[config.mk]
export PLATFORM = sky130hd
export DESIGN_NAME = wdt_controller_flat
export DESIGN_NICKNAME = d
export VERILOG_FILES = /design/src/hdl/wdt_pkg.sv /design/src/hdl/wdt_link_if.sv /design/src/hdl/wdt_controller.sv /design/src/flat_wrapper.sv
export SDC_FILE = /design/constraint.sdc
export NUM_CORES = 1
export LEC_CHECK = 0
export BUFFER_PORTS_ARGS = -buffer_cell sky130_fd_sc_hd__buf_2
export CORE_UTILIZATION = 55
export CTS_BUF_LIST = sky130_fd_sc_hd__clkbuf_2 sky130_fd_sc_hd__clkbuf_4 sky130_fd_sc_hd__clkbuf_8
export CTS_CLUSTER_DIAMETER = 120
export DETAILED_ROUTE_END_ITERATION = 12
export PLACE_DENSITY = 0.8
export SLEW_MARGIN = 25
export SYNTH_ARGS = -nofsm -noshare
export SYNTH_HDL_FRONTEND = slang
export SYNTH_SLANG_ARGS = --single-unit
[constraint.sdc]
create_clock -name clk -period 3.6 [get_ports clk]
set_input_delay 0.54 -clock clk [delete_from_list [all_inputs] [get_ports clk]]
set_output_delay 0.54 -clock clk [all_outputs]
set_load 0.01 [all_outputs]
[src/hdl/wdt_pkg.sv]
// constants shared by both ends of the watchdog link
// assumes one common clock feeds both ends
package wdt_pkg;
    localparam int          ADDR_W          = 12;
    localparam int          DATA_W          = 32;
    // device register offsets
    localparam logic [11:0] OFS_RELOAD      = 12'h000;
    localparam logic [11:0] OFS_VALUE       = 12'h004;
    localparam logic [11:0] OFS_CONTROL     = 12'h008;
    localparam logic [11:0] OFS_IRQ_CLEAR   = 12'h00c;
    localparam logic [11:0] OFS_RAW_STATUS  = 12'h010;
    localparam logic [11:0] OFS_MASK_STATUS = 12'h014;
    localparam logic [11:0] OFS_WRITE_LOCK  = 12'hc00;
    // control field positions
    localparam int          CTRL_IRQ_EN_BIT = 0;
    localparam int          CTRL_RES_EN_BIT = 1;
    // values
    localparam logic [31:0] UNLOCK_KEY      = 32'h1acce551;
    localparam logic [31:0] RELOAD_RESET    = 32'hffffffff;
    localparam logic [31:0] COUNT_RESET     = 32'hffffffff;
    localparam logic [31:0] LOCKED_STATUS   = 32'h00000001;
    localparam logic [31:0] UNLOCKED_STATUS = 32'h00000000;
    // controller register offsets (wishbone byte addresses)
    localparam logic [7:0]  HOFS_ADDR       = 8'h00;
    localparam logic [7:0]  HOFS_WDATA      = 8'h04;
    localparam logic [7:0]  HOFS_COMMAND    = 8'h08;
    localparam logic [7:0]  HOFS_STATUS     = 8'h0c;
    localparam logic [7:0]  HOFS_RDATA      = 8'h10;
    localparam logic [7:0]  HOFS_DIVIDER    = 8'h14;
    localparam logic [7:0]  HOFS_RESETS     = 8'h18;
    // command bits
    localparam int          CMD_GO_BIT      = 0;
    localparam int          CMD_WRITE_BIT   = 1;
    // resets register bits
    localparam int          RST_BUS_BIT     = 0;
    localparam int          RST_COUNT_BIT   = 1;
    // status bits
    localparam int          ST_BUSY_BIT     = 0;
    localparam int          ST_IRQ_BIT      = 1;
    localparam int          ST_SYSRST_BIT   = 2;
    localparam int          ST_DONE_BIT     = 3;
    localparam logic [15:0] DIVIDER_RESET   = 16'h0000;
endpackage : wdt_pkg

[src/hdl/wdt_link_if.sv]
// apb-style link between controller and watchdog, plus count and reset lines
// assumes both ends sit on the same clock
`timescale 1ns/1ps
interface wdt_link_if;
    import wdt_pkg::*;
    logic              psel;
    logic              penable;
    logic              pwrite;
    logic [ADDR_W-1:0] paddr;
    logic [DATA_W-1:0] pwdata;
    logic [DATA_W-1:0] prdata;
    logic              preset_n;
    logic              count_domain_reset_n;
    logic              count_clock_enable;
    logic              system_reset_out;
    logic              timeout_irq_out;

    modport device (
        input  psel, penable, pwrite, paddr, pwdata, preset_n,
               count_domain_reset_n, count_clock_enable,
        output prdata, system_reset_out, timeout_irq_out
    );
    modport host (
        output psel, penable, pwrite, paddr, pwdata, preset_n,
               count_domain_reset_n, count_clock_enable,
        input  prdata, system_reset_out, timeout_irq_out
    );
endinterface : wdt_link_if

[src/hdl/wdt_controller.sv]
// controller end: wishbone slave for software, apb master toward the watchdog,
// count enable divider and reset pulse generation
// assumes the watchdog end runs on the same clk (edges synchronous, equal rate)
//
// The implementer's own choices: the Wishbone slave port and the register addresses.
`timescale 1ns/1ps
module wdt_controller
    import wdt_pkg::*;
#(
    parameter int DIV_W = 16
)
(
    input  wire logic        clk,
    input  wire logic        rst,
    input  wire logic        wb_cyc,
    input  wire logic        wb_stb,
    input  wire logic        wb_we,
    input  wire logic [7:0]  wb_adr,
    input  wire logic [31:0] wb_dat_i,
    input  wire logic [3:0]  wb_sel,
    output logic      [31:0] wb_dat_o,
    output logic             wb_ack,
    wdt_link_if.host         link
);
    typedef enum logic [1:0] {APB_IDLE, APB_SETUP, APB_ACCESS} apb_state_t;

    typedef struct packed {
        apb_state_t        apb;
        logic              ack;
        logic [31:0]       dat_o;
        logic [ADDR_W-1:0] cmd_addr;
        logic [31:0]       cmd_wdata;
        logic [31:0]       rdata;
        logic              done;
        logic [DIV_W-1:0]  divider;
        logic [DIV_W-1:0]  div_count;
        logic              count_clock_enable;
        logic              psel;
        logic              penable;
        logic              pwrite;
        logic [ADDR_W-1:0] paddr;
        logic [31:0]       pwdata;
        logic              preset_n;
        logic              count_domain_reset_n;
    } host_state_t;

    host_state_t state_reg;
    host_state_t state_next;
    logic        wb_req;
    logic        wb_commit;
    logic [31:0] merged;

    assign wb_req = wb_cyc && wb_stb && !state_reg.ack;
    // writes land at the ack edge, while the master still holds its data
    assign wb_commit = wb_cyc && wb_stb && wb_we && state_reg.ack;

    always_comb begin
        state_next = state_reg;
        merged     = state_reg.cmd_wdata;
        for (int i = 0; i < 4; i++) begin
            if (wb_sel[i]) begin
                merged[8*i +: 8] = wb_dat_i[8*i +: 8];
            end
        end
        // reset pulses last one cycle, which meets the one-period minimum
        state_next.preset_n             = 1'b1;
        state_next.count_domain_reset_n = 1'b1;
        state_next.ack                  = wb_req;
        // count enable: one pulse every divider+1 clocks, never faster than clk
        if (state_reg.div_count >= state_reg.divider) begin
            state_next.div_count          = '0;
            state_next.count_clock_enable = 1'b1;
        end else begin
            state_next.div_count          = state_reg.div_count + 1'b1;
            state_next.count_clock_enable = 1'b0;
        end
        case (state_reg.apb)
            APB_IDLE: begin
                state_next.psel    = 1'b0;
                state_next.penable = 1'b0;
            end
            APB_SETUP: begin
                state_next.penable = 1'b1;
                state_next.apb     = APB_ACCESS;
            end
            APB_ACCESS: begin
                state_next.psel    = 1'b0;
                state_next.penable = 1'b0;
                state_next.rdata   = state_reg.pwrite ? state_reg.rdata : link.prdata;
                state_next.done    = 1'b1;
                state_next.apb     = APB_IDLE;
            end
            default: begin
                state_next.apb = APB_IDLE;
            end
        endcase
        if (wb_commit) begin
            case (wb_adr)
                HOFS_ADDR:    state_next.cmd_addr  = merged[ADDR_W-1:0];
                HOFS_WDATA:   state_next.cmd_wdata = merged;
                HOFS_DIVIDER: state_next.divider   = merged[DIV_W-1:0];
                HOFS_COMMAND: begin
                    // a command while a transfer runs is dropped
                    if (wb_dat_i[CMD_GO_BIT] && state_reg.apb == APB_IDLE) begin
                        state_next.apb     = APB_SETUP;
                        state_next.psel    = 1'b1;
                        state_next.penable = 1'b0;
                        state_next.pwrite  = wb_dat_i[CMD_WRITE_BIT];
                        state_next.paddr   = state_reg.cmd_addr;
                        state_next.pwdata  = state_reg.cmd_wdata;
                        state_next.done    = 1'b0;
                    end
                end
                HOFS_RESETS: begin
                    state_next.preset_n             = !wb_dat_i[RST_BUS_BIT];
                    state_next.count_domain_reset_n = !wb_dat_i[RST_COUNT_BIT];
                end
                default: begin
                end
            endcase
        end
        if (wb_req) begin
            case (wb_adr)
                HOFS_ADDR:    state_next.dat_o = {20'h00000, state_reg.cmd_addr};
                HOFS_WDATA:   state_next.dat_o = state_reg.cmd_wdata;
                HOFS_STATUS:  state_next.dat_o = {28'h0000000, state_reg.done,
                                                  link.system_reset_out,
                                                  link.timeout_irq_out,
                                                  state_reg.apb != APB_IDLE};
                HOFS_RDATA:   state_next.dat_o = state_reg.rdata;
                HOFS_DIVIDER: state_next.dat_o = 32'(state_reg.divider);
                default:      state_next.dat_o = 32'h00000000;
            endcase
        end
        if (rst) begin
            state_next.apb                  = APB_IDLE;
            state_next.ack                  = 1'b0;
            state_next.dat_o                = 32'h00000000;
            state_next.cmd_addr             = '0;
            state_next.cmd_wdata            = 32'h00000000;
            state_next.rdata                = 32'h00000000;
            state_next.done                 = 1'b0;
            state_next.divider              = DIV_W'(DIVIDER_RESET);
            state_next.div_count            = '0;
            state_next.count_clock_enable   = 1'b0;
            state_next.psel                 = 1'b0;
            state_next.penable              = 1'b0;
            state_next.pwrite               = 1'b0;
            state_next.paddr                = '0;
            state_next.pwdata               = 32'h00000000;
            state_next.preset_n             = 1'b0;
            state_next.count_domain_reset_n = 1'b0;
        end
    end

    always_ff @(posedge clk) begin
        state_reg <= state_next;
    end

    assign wb_dat_o                  = state_reg.dat_o;
    assign wb_ack                    = state_reg.ack;
    assign link.psel                 = state_reg.psel;
    assign link.penable              = state_reg.penable;
    assign link.pwrite               = state_reg.pwrite;
    assign link.paddr                = state_reg.paddr;
    assign link.pwdata               = state_reg.pwdata;
    assign link.preset_n             = state_reg.preset_n;
    assign link.count_domain_reset_n = state_reg.count_domain_reset_n;
    assign link.count_clock_enable   = state_reg.count_clock_enable;
endmodule : wdt_controller

[src/flat_wrapper.sv]
// flat-port wrapper written by rule: the top's interface ports become plain ports
module wdt_controller_flat import wdt_pkg::*;
#(
    parameter int DIV_W = 16
)
  (clk, rst, wb_cyc, wb_stb, wb_we, wb_adr, wb_dat_i, wb_sel, wb_dat_o, wb_ack, link_psel, link_penable, link_pwrite, link_paddr, link_pwdata, link_preset_n, link_count_domain_reset_n, link_count_clock_enable, link_prdata, link_system_reset_out, link_timeout_irq_out);
  wdt_link_if link_i ();
  input  wire logic clk;
  input  wire logic rst;
  input  wire logic wb_cyc;
  input  wire logic wb_stb;
  input  wire logic wb_we;
  input  wire logic [7:0] wb_adr;
  input  wire logic [31:0] wb_dat_i;
  input  wire logic [3:0] wb_sel;
  output logic      [31:0] wb_dat_o;
  output logic wb_ack;
  output wire logic [$bits(link_i.psel)-1:0] link_psel;
  output wire logic [$bits(link_i.penable)-1:0] link_penable;
  output wire logic [$bits(link_i.pwrite)-1:0] link_pwrite;
  output wire logic [$bits(link_i.paddr)-1:0] link_paddr;
  output wire logic [$bits(link_i.pwdata)-1:0] link_pwdata;
  output wire logic [$bits(link_i.preset_n)-1:0] link_preset_n;
  output wire logic [$bits(link_i.count_domain_reset_n)-1:0] link_count_domain_reset_n;
  output wire logic [$bits(link_i.count_clock_enable)-1:0] link_count_clock_enable;
  input wire logic [$bits(link_i.prdata)-1:0] link_prdata;
  input wire logic [$bits(link_i.system_reset_out)-1:0] link_system_reset_out;
  input wire logic [$bits(link_i.timeout_irq_out)-1:0] link_timeout_irq_out;
  assign link_psel = link_i.psel;
  assign link_penable = link_i.penable;
  assign link_pwrite = link_i.pwrite;
  assign link_paddr = link_i.paddr;
  assign link_pwdata = link_i.pwdata;
  assign link_preset_n = link_i.preset_n;
  assign link_count_domain_reset_n = link_i.count_domain_reset_n;
  assign link_count_clock_enable = link_i.count_clock_enable;
  assign link_i.prdata = link_prdata;
  assign link_i.system_reset_out = link_system_reset_out;
  assign link_i.timeout_irq_out = link_timeout_irq_out;
  wdt_controller #(.DIV_W(DIV_W)) u_core (.clk(clk), .rst(rst), .wb_cyc(wb_cyc), .wb_stb(wb_stb), .wb_we(wb_we), .wb_adr(wb_adr), .wb_dat_i(wb_dat_i), .wb_sel(wb_sel), .wb_dat_o(wb_dat_o), .wb_ack(wb_ack), .link(link_i));
endmodule
# Word-level counts from Yosys, hierarchy flattened
# Cells that the tools add are included.
# classes
n_addsub,1
magnitude_cmp,1
eq_ne,8
n_mux,19
bitwise,1
n_reduce_logical,20
# op_table
operator,n
$pmux 32 s5,1
$mux 47,2
$mux 49,1
$eq 8x5->1 const B,3
$mux 17,1
$add 16x1->16 const B,1
$eq 8x4->1 const B,2
$ge 16x16->1,1
$mux 16,1
$mux 8,2
$reduce_and 3->1,3
$eq 8x3->1 const B,1
$logic_not 8->1,1
$mux 2,4
$reduce_and 2->1,4
$logic_and 1x1->1,5
$mux 1,5
$pmux 2 s2,1
$reduce_or 2->1,2
$logic_not 1->1,3
$eq 2x1->1 const B,1
$eq 2x2->1 const B,1
$logic_not 2->1,1
$pmux 1 s2,1
other kinds (2),2
# word_totals
register_bits,194
input_bits,83
out_inout_bits,83
word_cells,69

# Logic depth before layout (Yosys ltp)
# Gate-level depths: netlist of the first run.
# logic_depth
ltp_word,6
depth_mapped,8
ltp_nobuf,7

# Worst setup path before layout of the first run
# Ideal clock, no wire load.
# synth_path
kind,input-to-reg
startpoint,input wb_adr[4]
endpoint,register u_core.state_reg[123] (netlist bit)
setup_time_ps,132
arrival_time_ps,2048
required_ps,3468
path_slack_ps,1419
stages,6
n_path_buf,1
path_cell_list,buf_6 or4_4 nor4_4 nand2_1 nand2_1 a21oi_1
# synth_via
elab_chain_cells,2
# synth_rtl
item,line,text
"start, declared",flat_wrapper.sv:13,input wire logic [7:0] wb_adr;
$eq 8x3->1,wdt_controller.sv:98,case (wb_adr)
$reduce_and 2->1 (no source line),-,
"end signal, assigned",wdt_controller.sv:157,state_reg <= state_next;
"end, declared",wdt_controller.sv:47,host_state_t state_reg;
# No other way between the ends.
# A chain may end at the register's enable or synchronous reset.

# Final worst setup path of the first run
# layout_path
startpoint,register u_core.state_reg[81] (netlist bit)
endpoint,register u_core.state_reg[52] (netlist bit)
# layout_via
elab_chain_cells,2
# layout_rtl
item,line,text
$ge 16x16->1,wdt_controller.sv:70,if (state_reg.div_count >= state_reg.divider) begin
$reduce_or 2->1 (no source line),-,
# No other way between the ends.

==> results of run 1 <==
==> worst max-delay path by stage <==
stage,cells past startpoint,endpoint,start
floorplan,6,u_core.state_reg[123]$_SDFFE_PP0P_,wb_adr[4]
global placement,7,u_core.state_reg[139]$_SDFFE_PP0P_,wb_adr[2]
detailed placement,7,u_core.state_reg[141]$_SDFFE_PP0P_,wb_adr[2]
CTS,7,u_core.state_reg[52]$_SDFF_PP0_,u_core.state_reg[81]$_SDFFE_PP0P_
global route,7,u_core.state_reg[53]$_SDFF_PP0_,u_core.state_reg[80]$_SDFFE_PP0P_
finish,7,u_core.state_reg[52]$_SDFF_PP0_,u_core.state_reg[81]$_SDFFE_PP0P_
==> power groups by stage <==
stage / registers [mW] / logic, mW / clock network, mW
CTS: 2.15 / 0.162 / 1.41
global placement: 2.20 / 0.160 / 0
finish: 2.15 / 0.163 / 1.39
detailed placement: 2.20 / 0.162 / 0
global route: 2.15 / 0.176 / 1.49
floorplan: 2.20 / 0.0840 / 0
==> per-stage QoR <==
step / hold slack [ns] / setup WS [ns] / power (mW) / cells
2_1_floorplan: 0.4263 / 1.419 / 2.286 / 897
4_1_cts: 0.2808 / 1.041 / 3.725 / 1158
3_5_place_dp: 0.4363 / 0.6469 / 2.364 / 1126
3_3_place_gp: 0.4327 / 0.7514 / 2.362 / 1126
5_1_grt: 0.2988 / 0.7841 / 3.822 / 1158
6_report: 0.3002 / 1.031 / 3.706 / 1158
==> cell usage after synthesis, types with 2 or more instances <==
cell      number  area, um2
a221oi_1       2      17.52
or3_1          3      18.77
a31oi_1        4      25.02
a211oi_1      31      232.7
nor2b_1        3      18.77
nand4_1        7      43.79
buf_2         10      50.05
nor2_1        64      240.2
mux4_2        11      247.7
nand2_1      134      503.0
nand2b_1       2      12.51
nand3_1       41      205.2
dfxtp_1      194       3884
a22oi_1       19      142.6
inv_1         24      90.09
nor3_1         5      25.02
and3_1         2      12.51
o21ai_0       23      115.1
mux2i_1       20      200.2
nor4_4         2      42.54
clkbuf_1      39      146.4
nor3_2         2      20.02
buf_4         78      585.6
o21a_1         2      15.01
ha_1          17      212.7
xnor2_1        6      52.55
nor4_1         2      12.51
a21oi_1       74      370.4
xor2_1         8      70.07
buf_6          4      45.04
a22o_1        54      473.0
==> critical path, stage by stage (launching register included) <==
cell     delay, ns
dfxtp_1       0.38
inv_1         0.07
ha_1          0.31
nand4_1       0.10
nor3_1        0.29
or4b_2        0.65
nand4_1       0.51
nor2_1        0.12
==> final cells by class <==
cell class              instances  share of cell area, %
clock inverters                 7                 0.8226
inverters                      24                  1.004
clock buffers                  25                  3.625
well taps                     184                  2.566
flip-flops and latches        194                  43.28
multi-input cells             547                  38.33
repair buffers                177                  10.37
==> layer usage <==
layer | vias up | track usage [%] | routed length [um]
met5 | - | 0 | 13
met4 | 2 | 11.55 | 631
met3 | 51 | 4.828 | 1074
met2 | 209 | 40.75 | 8976
met1 | 3149 | 34.03 | 8800
li1 | 3195 | - | -
==> cell usage in the layout, fill, tap and decap left out, types with 5 or more instances in the layout <==
master / instances
dfxtp_1: 194
mux4_2: 11
a211oi_1: 31
buf_2: 164
nor3_1: 5
xor2_1: 8
ha_1: 17
xnor2_1: 6
mux2i_1: 20
nand4_1: 7
nor2_1: 62
o21ai_0: 23
nand3_1: 41
nand2_1: 134
a22o_1: 54
a22oi_1: 19
clkbuf_8: 22
a21oi_1: 74
buf_4: 12
inv_1: 24
==> kinds of logic (layout without fill, tap and decap cells) <==
family                     count (synthesis)  count (layout)
DFF                                      194             194
and+or+nand+nor                          273             273
xor gates and xnor gates                  14              14
buffers and inverters                    156             233
muxes                                     31              31
AOI/OAI and AO/OA                        212             212
adders and majority gates                 17              17
==> results.md, run 1 <==
- Status: complete, no violations
- Slew HR: 37.36%
- Synth Area in Adders: 2.589%
- Max-cap violations: 0
- Row count: 44
- Unrepaired setup endpoints after global routing: no
- Mapped Nets: 997
- Simple-Gate Fraction of Synth Area: 14.71%
- Post-synth EDFFs: 0
- Comb pwr share: 4.4%
- Top-Level Pins: 166
- Final Max Tran Viols: 0
- DRC viols: 0
- Via count: 6606
- Compound-Gate Fraction of Synth Area: 17.26%
- Worst Path Required: 3.93 ns
- RD Place Congestion: 0.8679
- Sequential fraction of the synthesis area: 47.28%
- Psw: 0.8337 mW
- Total CTS buffers: 17
- Max VDD drop: 217.2 uV
- Synth Flop Type: dfxtp_1
- Die height: 124.2 um
- CP Data Arrival Time: 2.90 ns
- Period minus WS final: 2.569 ns
- Largest fanout on the critical path: 16
- FF+latch count, synth: 194
- Core area: 14530 um2
- Syn_area_per_cell: 9.157 um2
- CTS Hold Bufs: 0
- Iter 0 DRT Violations: 444
- Crit. End Element: flip-flop
- Final HPWL DP: 14040 um
- Register Area: 3884 um2
- Routed WL: 19500 um
- Pwr dens: 413.0 nW/um2
- Final period utilization: 71.37%
- Maximum clock path buffer count: 2
- Post-CTS Setup Bufs: 0
- Endpoints failing setup: 0
- CTS resizes: 0
- Die Wd: 124.2 um
- Fmax: 389.2 MHz
- Area occupied by multi-input gates: 3440 um2
- Multiplexer share of the synthesized area: 5.453%
- Final instance area: 8974 um2
- Area post-placement: 8574 um2
- Skew final: 0.01194 ns
- Fin. Hold Viols: 0
- Cells after Synth: 897
- Starting density of the core: 56.52%
- Worst R2R Path Depth: 7
- IO Port Bufs: 165
- Remaining Overflow, GRT: 0
- Fillcell total: 1239
- Final Util: 61.74%
- Main combinational cell family by area after synthesis: compound AO/OA/AOI/OAI gates
- R2R setup slack: 1.03 ns
- Worst-path clk slew: 0.09 ns
- Clk pwr share: 37.6%
- Synth Area in XOR/XNOR: 1.493%
- Worst slew pin tran: 0.9354 ns
- Average wire per standard cell: 16.84 um
- Sw frac: 22.50%
- Worst Hold Path Cells: 3
- CTS Root Cell: clkbuf_8
- Fraction of layout cells with a size suffix above 1: 24.02%
- Die Area: 15430 um2
- Clock Latency Late Sink: 0.47 ns
- Router iterations before antenna repair: 5
- Hold Path Class: in2reg
- CTS sink cnt: 194
- ANT cells: 0
- Largest net degree at the start of global routing: 61
- Reg2reg end: u_core.state_reg[52]$_SDFF_PP0_
- Netlist Area Pre-Place: 8214 um2
- Setup Total Neg Slack: 0 ns
- First-pass GRT wire length: 31640 um
- Total number of yosys warnings: 0
- Initial antenna violation count: 1
- Nets: 1061
- CP startpoint kind: flip-flop
- Post-synthesis to final-layout area growth: 9.246%
- Seq pwr share: 58.0%
- CTS tree: done
- Internal power: 2.872 mW
- GRT Total Usage: 25.71%
- Detail Route Antenna Nets: 0
- Yosys cell types: 41
- R2r startpoint: u_core.state_reg[81]$_SDFFE_PP0P_
- Worst hold endpoint: u_core.state_reg[111]$_SDFFE_PP0P_
- Critical hold path startpoint: link_prdata[28]
- FFs w/ async S/R, synth: 0%
- Post-DR vias/cell: 5.705
- Max reg flops: 111
- Critical setup path kind: reg2reg
- H-tree levels: 4
- Leak: 3.524 nW
- Via count of the first global-routing pass: 6208
Power figures use the tool's default switching activity.
==> run 2: changes to the inputs <==
--- a/config.mk
+++ b/config.mk
@@ -5,12 +5,13 @@
 export SDC_FILE = /design/constraint.sdc
 export NUM_CORES = 1
 export LEC_CHECK = 0
+export ABC_AREA = 1
 export BUFFER_PORTS_ARGS = -buffer_cell sky130_fd_sc_hd__buf_2
 export CORE_UTILIZATION = 55
 export CTS_BUF_LIST = sky130_fd_sc_hd__clkbuf_2 sky130_fd_sc_hd__clkbuf_4 sky130_fd_sc_hd__clkbuf_8
 export CTS_CLUSTER_DIAMETER = 120
 export DETAILED_ROUTE_END_ITERATION = 12
-export PLACE_DENSITY = 0.8
+export PLACE_DENSITY = 0.79
 export SLEW_MARGIN = 25
 export SYNTH_ARGS = -nofsm -noshare
 export SYNTH_HDL_FRONTEND = slang
==> constraint.sdc (replaced) <==
create_clock -name clk -period 2.7 [get_ports clk]
set_input_delay 0.405 -clock clk [delete_from_list [all_inputs] [get_ports clk]]
set_output_delay 0.405 -clock clk [all_outputs]
set_load 0.01 [all_outputs]
==> results.md, run 2 <==
- Worst slew pin tran: 0.6624 ns (was 0.9354 ns)
- Max-cap violations: 0 (unchanged)
- WP buf/inv: 1 (unchanged)
- Die Wd: 127.0 um (was 124.2 um)
- Worst setup path startpoint: u_core.wb_ack$_SDFF_PP0_ (was u_core.state_reg[81]$_SDFFE_PP0P_)
- Largest stage delay, worst path: 0.44 ns (was 0.65 ns)
- CP max stage cell: nand2_1 (was or4b_2)
- Average wire per standard cell: 15.50 um (was 16.84 um)
- Pre-CTS setup slack: 0.4986 ns (was 0.6469 ns)
- Die Area: 16140 um2 (was 15430 um2)
- Largest net degree at the start of global routing: 72 (was 61)
- Top-Level Pins: 166 (unchanged)
- First-pass GRT wire length: 33510 um (was 31640 um)
- Final HPWL DP: 15520 um (was 14040 um)
- Remaining Overflow, GRT: 0 (unchanged)
- Pwr dens: 520.7 nW/um2 (was 413.0 nW/um2)
- Post-synthesis to final-layout area growth: 8.077% (was 9.246%)
- Yosys cell types: 34 (was 41)
- Final Max Tran Viols: 0 (unchanged)
- Nets: 1279 (was 1061)
- Starting density of the core: 56.55% (was 56.52%)
- H-tree levels: 4 (unchanged)
- CTS Hold Bufs: 0 (unchanged)
- Mapped Nets: 1215 (was 997)
- Row count: 45 (was 44)
- Slew HR: 55.73% (was 37.36%)
- Most common cell after layout, fill and taps aside: dfxtp_1 (unchanged)
- Unrepaired setup endpoints after global routing: no (unchanged)
- Critical hold path startpoint: wb_dat_i[29] (was link_prdata[28])
- Iter 0 DRT Violations: 616 (was 444)
- Yosys top cell area share: 45.18% (was 47.28%)
- CP startpoint kind: flip-flop (unchanged)
- Largest cells by area after synthesis: dfxtp_1, a21oi_1, o21ai_0, nand2_1, buf_4 (was dfxtp_1, buf_4, nand2_1, a22o_1, a21oi_1)
- Worst Path Required: 3.04 ns (was 3.93 ns)
- Crit. End Element: flip-flop (unchanged)
- Max reg flops: 111 (unchanged)
- Initial antenna violation count: 3 (was 1)
- Post-CTS Setup Bufs: 0 (unchanged)
- Post-synth EDFFs: 0 (unchanged)
- Status: complete, no violations (unchanged)
- Syn_area_per_cell: 7.710 um2 (was 9.157 um2)
- Clock Latency Late Sink: 0.47 ns (about the same)
- CP Data Arrival Time: 2.28 ns (was 2.90 ns)
- Synth Flop Type: dfxtp_1 (unchanged)
- Fillcell total: 1353 (was 1239)
- Register Area: 3884 um2 (unchanged)
- Final period utilization: 72.19% (was 71.37%)
- Core area: 15200 um2 (was 14530 um2)
- Most frequent cell after synthesis: dfxtp_1 (unchanged)
- Netlist Area Pre-Place: 8597 um2 (was 8214 um2)
- RD Place Congestion: 0.8939 (was 0.8679)
- FF+latch count, synth: 194 (unchanged)
- Routed WL: 21440 um (was 19500 um)
- Area occupied by multi-input gates: 3377 um2 (was 3440 um2)
- Cell taking the most area after synthesis: dfxtp_1 (unchanged)
- Post-route setup slack: 0.7508 ns (was 1.031 ns)
- CTS tree: done (unchanged)
- CTS Root Cell: clkbuf_8 (unchanged)
- DRC viols: 0 (unchanged)
- CTS resizes: 0 (unchanged)
- Maximum clock path buffer count: 2 (unchanged)
- Dpl cells: 1348 (was 1126)
- CP top delay family: simple AND/OR/NAND/NOR gates (unchanged)
- Max VDD drop: 341.8 uV (was 217.2 uV)
- Cell Chain, Critical Path: nand4_2, inv_1, nand2_1, o21ai_0, a21oi_1 (was inv_1, ha_1, nand4_1, nor3_1, or4b_2, nand4_1, nor2_1)
- Total CTS buffers: 17 (unchanged)
- Leak: 3.872 nW (was 3.524 nW)
- R2r startpoint: u_core.wb_ack$_SDFF_PP0_ (was u_core.state_reg[81]$_SDFFE_PP0P_)
- Post-DR vias/cell: 5.436 (was 5.705)
- Fraction of layout cells with a size suffix above 1: 19.13% (was 24.02%)
- Skew final: 0.01257 ns (was 0.01194 ns)
- Total number of yosys warnings: 0 (unchanged)
- Via count: 7518 (was 6606)
- GRT Total Usage: 26.81% (was 25.71%)
- Sequential fraction of the synthesis area: 45.18% (was 47.28%)
- CTS sink cnt: 194 (unchanged)
- Fin. Hold Viols: 0 (unchanged)
- Cells after Synth: 1115 (was 897)
- Router iterations before antenna repair: 5 (unchanged)
- Largest fanout on the critical path: 23 (was 16)
- Via count of the first global-routing pass: 6727 (was 6208)
- Critical setup path kind: reg2reg (unchanged)
- Commonest cells post-synth: dfxtp_1, nand2_1, a21oi_1 (was dfxtp_1, nand2_1, buf_4)
- Most frequent cells in the layout: dfxtp_1, buf_2, nand2_1, a21oi_1, o21ai_0 (was dfxtp_1, buf_2, nand2_1, a21oi_1, nor2_1)
- IO Port Bufs: 165 (unchanged)
- Post-Layout Cell Count: 1383 (was 1158)
- Setup Total Neg Slack: 0 ns (unchanged)
- Worst-path clk slew: 0.09 ns (about the same)
- Endpoints failing setup: 0 (unchanged)
- Die height: 127.0 um (was 124.2 um)
- Hold Path Class: in2reg (unchanged)
- Fmax: 513.0 MHz (was 389.2 MHz)
- Period minus WS final: 1.949 ns (was 2.569 ns)
- FFs w/ async S/R, synth: 0% (unchanged)
- Detail Route Antenna Nets: 0 (unchanged)
-- run 2: cell types whose count changed after synthesis, moves of 24 or more --
cell / previous run / this run
inv_1: 24 / 120
o21ai_0: 23 / 129
nand3_1: 41 / 85
a22o_1: 54 / 0
a21oi_1: 74 / 134
o21ai_1: 0 / 36
nand2_1: 134 / 158
a211oi_1: 31 / 0
-- run 2: worst reg2reg max path: cells and delay by family (launching register included) --
kind | cells | cell delay (ns)
and+or+nand+nor | 2 | 0.70
DFF | 1 | 0.38
buffers and inverters | 1 | 0.26
AOI/OAI and AO/OA | 2 | 0.47
-- run 2: routing by layer --
metal	global-route usage, %	wire (um)
met1	35.37	9329
met2	42.66	9927
met5	0	0
met3	5.528	1579
met4	11.69	602
-- run 2: layout make-up --
class	count	share of cell area [%]
flip-flops and latches	194	41.80
inverters	122	4.942
multi-input cells	663	36.35
clock inverters	8	0.5656
well taps	188	2.532
diodes	3	0.08080
repair buffers	181	10.45
clock buffers	24	3.286
-- run 2: logic make-up (layout without fill, tap and decap cells) --
family                     Yosys count  count (layout)  share of synthesized area [%]
DFF                                194             194                          45.18
adders and majority gates           17              17                          2.474
AOI/OAI and AO/OA                  323             323                          19.25
and+or+nand+nor                    309             309                          16.04
buffers and inverters              258             335                          15.63
xor gates and xnor gates            14              14                          1.426
other                                0               3                              0
-- run 2: power breakdown --
group          total [mW]  internal (mW)  switching (mW)
logic               0.239         0.0839           0.155
clock network        1.73          0.750           0.981
registers            2.87           2.86         0.00399
-- run 2: final timing paths --
path	to	slack, ns	cells after the start
max	u_core.state_reg[148]$_SDFFE_PP0P_	0.75	5
min	u_core.state_reg[144]$_SDFFE_PP0P_	0.20	3
max reg2reg	u_core.state_reg[148]$_SDFFE_PP0P_	0.75	5
min reg2reg	u_core.state_reg[96]$_SDFFE_PP0P_	0.46	2
-- run 2: stage by stage --
step	hold WS [ns]	util [%]	instance area [um2]	power, mW
after detailed placement	0.4395	58.72	8926	3.171
after global routing	0.1797	61.12	9291	5.002
after CTS	0.1870	61.07	9284	4.853
final	0.2034	61.12	9291	4.838
after floorplan	0.4237	-	8597	3.058
after global placement	0.4330	58.72	8926	3.170
==> run 3: changes to the inputs <==
--- a/config.mk
+++ b/config.mk
@@ -5,13 +5,13 @@
 export SDC_FILE = /design/constraint.sdc
 export NUM_CORES = 1
 export LEC_CHECK = 0
-export ABC_AREA = 1
+export ABC_AREA = 0
 export BUFFER_PORTS_ARGS = -buffer_cell sky130_fd_sc_hd__buf_2
 export CORE_UTILIZATION = 55
 export CTS_BUF_LIST = sky130_fd_sc_hd__clkbuf_2 sky130_fd_sc_hd__clkbuf_4 sky130_fd_sc_hd__clkbuf_8
 export CTS_CLUSTER_DIAMETER = 120
 export DETAILED_ROUTE_END_ITERATION = 12
-export PLACE_DENSITY = 0.79
+export PLACE_DENSITY = 0.8
 export SLEW_MARGIN = 25
 export SYNTH_ARGS = -nofsm -noshare
 export SYNTH_HDL_FRONTEND = slang
==> constraint.sdc (replaced) <==
create_clock -name clk -period 1.8 [get_ports clk]
set_input_delay 0.27 -clock clk [delete_from_list [all_inputs] [get_ports clk]]
set_output_delay 0.27 -clock clk [all_outputs]
set_load 0.01 [all_outputs]
==> results.md, run 3 (same netlist as run 1, synthesis figures left out) <==
- Status: complete, but fails checks (was complete, no violations)
- Violated checks: negative setup slack
- Crit path to: u_core.state_reg[57]$_SDFF_PP0_ (was u_core.state_reg[148]$_SDFFE_PP0P_)
- CTS Root Cell: clkbuf_8 (unchanged)
- CTS tree: done (unchanged)
- Final period utilization: 112.3% (was 72.19%)
- CP startpoint kind: flip-flop (unchanged)
- Design Power: 7.755 mW (was 4.838 mW)
- Reg2reg end: u_core.state_reg[57]$_SDFF_PP0_ (was u_core.state_reg[148]$_SDFFE_PP0P_)
- Clock Latency Late Sink: 0.49 ns (was 0.47 ns)
- Max VDD drop: 479.1 uV (was 341.8 uV)
- Final instance area: 9797 um2 (was 9291 um2)
- Leak: 3.918 nW (was 3.872 nW)
- Worst-path clk slew: 0.10 ns (was 0.09 ns)
- Most common cell after layout, fill and taps aside: dfxtp_1 (unchanged)
- Fraction of layout cells with a size suffix above 1: 32.60% (was 19.13%)
- Post-synthesis to final-layout area growth: 19.27% (was 8.077%)
- CTS Hold Bufs: 0 (unchanged)
- Router iterations before antenna repair: 7 (was 5)
- Post-Layout Cell Count: 1224 (was 1383)
- Fmax: 494.8 MHz (was 513.0 MHz)
- Critical setup path kind: reg2reg (unchanged)
- Area post-placement: 9209 um2 (was 8926 um2)
- DRC viols: 0 (unchanged)
- Via count: 6919 (was 7518)
- Core area: 14530 um2 (was 15200 um2)
- Fin. Hold Viols: 0 (unchanged)
- RD Place Congestion: 0.8862 (was 0.8939)
- Iter 0 DRT Violations: 671 (was 616)
- Via count of the first global-routing pass: 6437 (was 6727)
- Max reg flops: 111 (unchanged)
- Detail Route Antenna Nets: 0 (unchanged)
- Worst slew pin tran: 0.5916 ns (was 0.6624 ns)
- R2R setup slack: -0.22 ns (was 0.75 ns)
- Starting density of the core: 56.52% (was 56.55%)
- Largest net degree at the start of global routing: 55 (was 72)
- Initial antenna violation count: 0 (was 3)
- Die Area: 15430 um2 (was 16140 um2)
- Final Max Tran Viols: 0 (unchanged)
- Maximum clock path buffer count: 2 (unchanged)
- Skew final: 0.01621 ns (was 0.01257 ns)
- GRT Total Usage: 27.69% (was 26.81%)
- Row count: 44 (was 45)
- Worst Path Required: 2.18 ns (was 3.04 ns)
- Most frequent cells in the layout: dfxtp_1, buf_2, nand2_1, a21oi_1, buf_4 (was dfxtp_1, buf_2, nand2_1, a21oi_1, o21ai_0)
- Final HPWL DP: 14890 um (was 15520 um)
- Post-route setup slack: -0.2212 ns (was 0.7508 ns)
- Routed WL: 21410 um (was 21440 um)
- Unrepaired setup endpoints after global routing: yes (was no)
- R2r startpoint: u_core.state_reg[64]$_SDFF_PP0_ (was u_core.wb_ack$_SDFF_PP0_)
- Endpoints failing setup: 17 (was 0)
- Pwr dens: 791.6 nW/um2 (was 520.7 nW/um2)
- Dpl cells: 1184 (was 1348)
- Worst setup path startpoint: u_core.state_reg[64]$_SDFF_PP0_ (was u_core.wb_ack$_SDFF_PP0_)
- Pre-CTS setup slack: -0.1885 ns (was 0.4986 ns)
- CTS sink cnt: 194 (unchanged)
- Worst Hold Slack: 0.01035 ns (was 0.2034 ns)
- Total CTS buffers: 17 (unchanged)
- Fillcell total: 1148 (was 1353)
- Average wire per standard cell: 17.49 um (was 15.50 um)
- ANT cells: 0 (was 3)
- Crit. End Element: flip-flop (unchanged)
- Largest fanout on the critical path: 4 (was 23)
- Top-Level Pins: 166 (unchanged)
- Slew HR: 60.52% (was 55.73%)
- Worst R2R Path Depth: 7 (was 5)
- CP Data Arrival Time: 2.40 ns (was 2.28 ns)
- Nets: 1127 (was 1279)
- First-pass GRT wire length: 33580 um (was 33510 um)
- Die height: 124.2 um (was 127.0 um)
- Max-cap violations: 0 (unchanged)
- Die Wd: 124.2 um (was 127.0 um)
- H-tree levels: 4 (unchanged)
- Hold Path Class: in2reg (unchanged)
- Period minus WS final: 2.021 ns (was 1.949 ns)
- IO Port Bufs: 165 (unchanged)
- Post-DR vias/cell: 5.653 (was 5.436)
- Remaining Overflow, GRT: 0 (unchanged)
## run 3: timing repair
item,in CTS,in global routing
setup buffers,5,2
pin swaps,11,12
endpoints found under the setup margin,17,50
gates resized for setup,13,11
gates cloned,1,0
## run 3: per-stage QoR
step,utilization [%],setup TNS (ns)
finish,67.41,-3.466
CTS,67.04,-0.8416
global placement,63.36,-7.497
floorplan,-,-2.838
global route,67.41,-4.673
detailed placement,63.36,-10.46
## run 3: per-layer routing
metal | track usage [%] | wire [um] | vias to the layer above
met2 | 43.81 | 10110 | 280
li1 | - | - | 3318
met1 | 37.25 | 9356 | 3278
met5 | 0 | 0 | -
met4 | 10.42 | 483 | 0
met3 | 5.603 | 1464 | 43
## run 3: cell type report
class	instances	area [um2]	area share (%)
inverter	24	90.09	0.9195
multi-input combinational	547	3586	36.60
clock inverter	15	202.7	2.069
tap	184	230.2	2.350
sequential	194	3895	39.76
timing repair buffer	243	1559	15.91
clock buffer	17	234.0	2.388
## run 3: worst min-delay path by stage
stage,start,end,slack (ns),depth (start not counted)
after floorplan,rst,u_core.wb_ack$_SDFF_PP0_,0.35,1
after global placement,u_core.wb_dat_o[20]$_SDFFE_PP0P_,u_core.wb_dat_o[20]$_SDFFE_PP0P_,0.43,2
after detailed placement,u_core.wb_dat_o[26]$_SDFFE_PP0P_,u_core.wb_dat_o[26]$_SDFFE_PP0P_,0.44,2
after CTS,link_prdata[29],u_core.state_reg[112]$_SDFFE_PP0P_,0.0004,3
after global routing,link_prdata[21],u_core.state_reg[104]$_SDFFE_PP0P_,0.003,3
final,link_prdata[29],u_core.state_reg[112]$_SDFFE_PP0P_,0.01,3
## run 3: worst max-delay path, stage by stage, from the launching register on
cell     delay [ns]
dfxtp_1        0.36
ha_4           0.29
nand4_1        0.11
nor3_2         0.25
or4b_4         0.50
nand4_1        0.18
buf_4          0.18
nor2_1         0.04
## run 3: power breakdown
group / switching [mW] / internal [mW] / total, mW / leakage [nW]
Sequential: 0.00453 / 4.30 / 4.30 / 1.57
Clock: 1.56 / 1.52 / 3.08 / 0.217
Combinational: 0.224 / 0.146 / 0.370 / 2.13
Total: 1.79 / 5.97 / 7.76 / 3.92
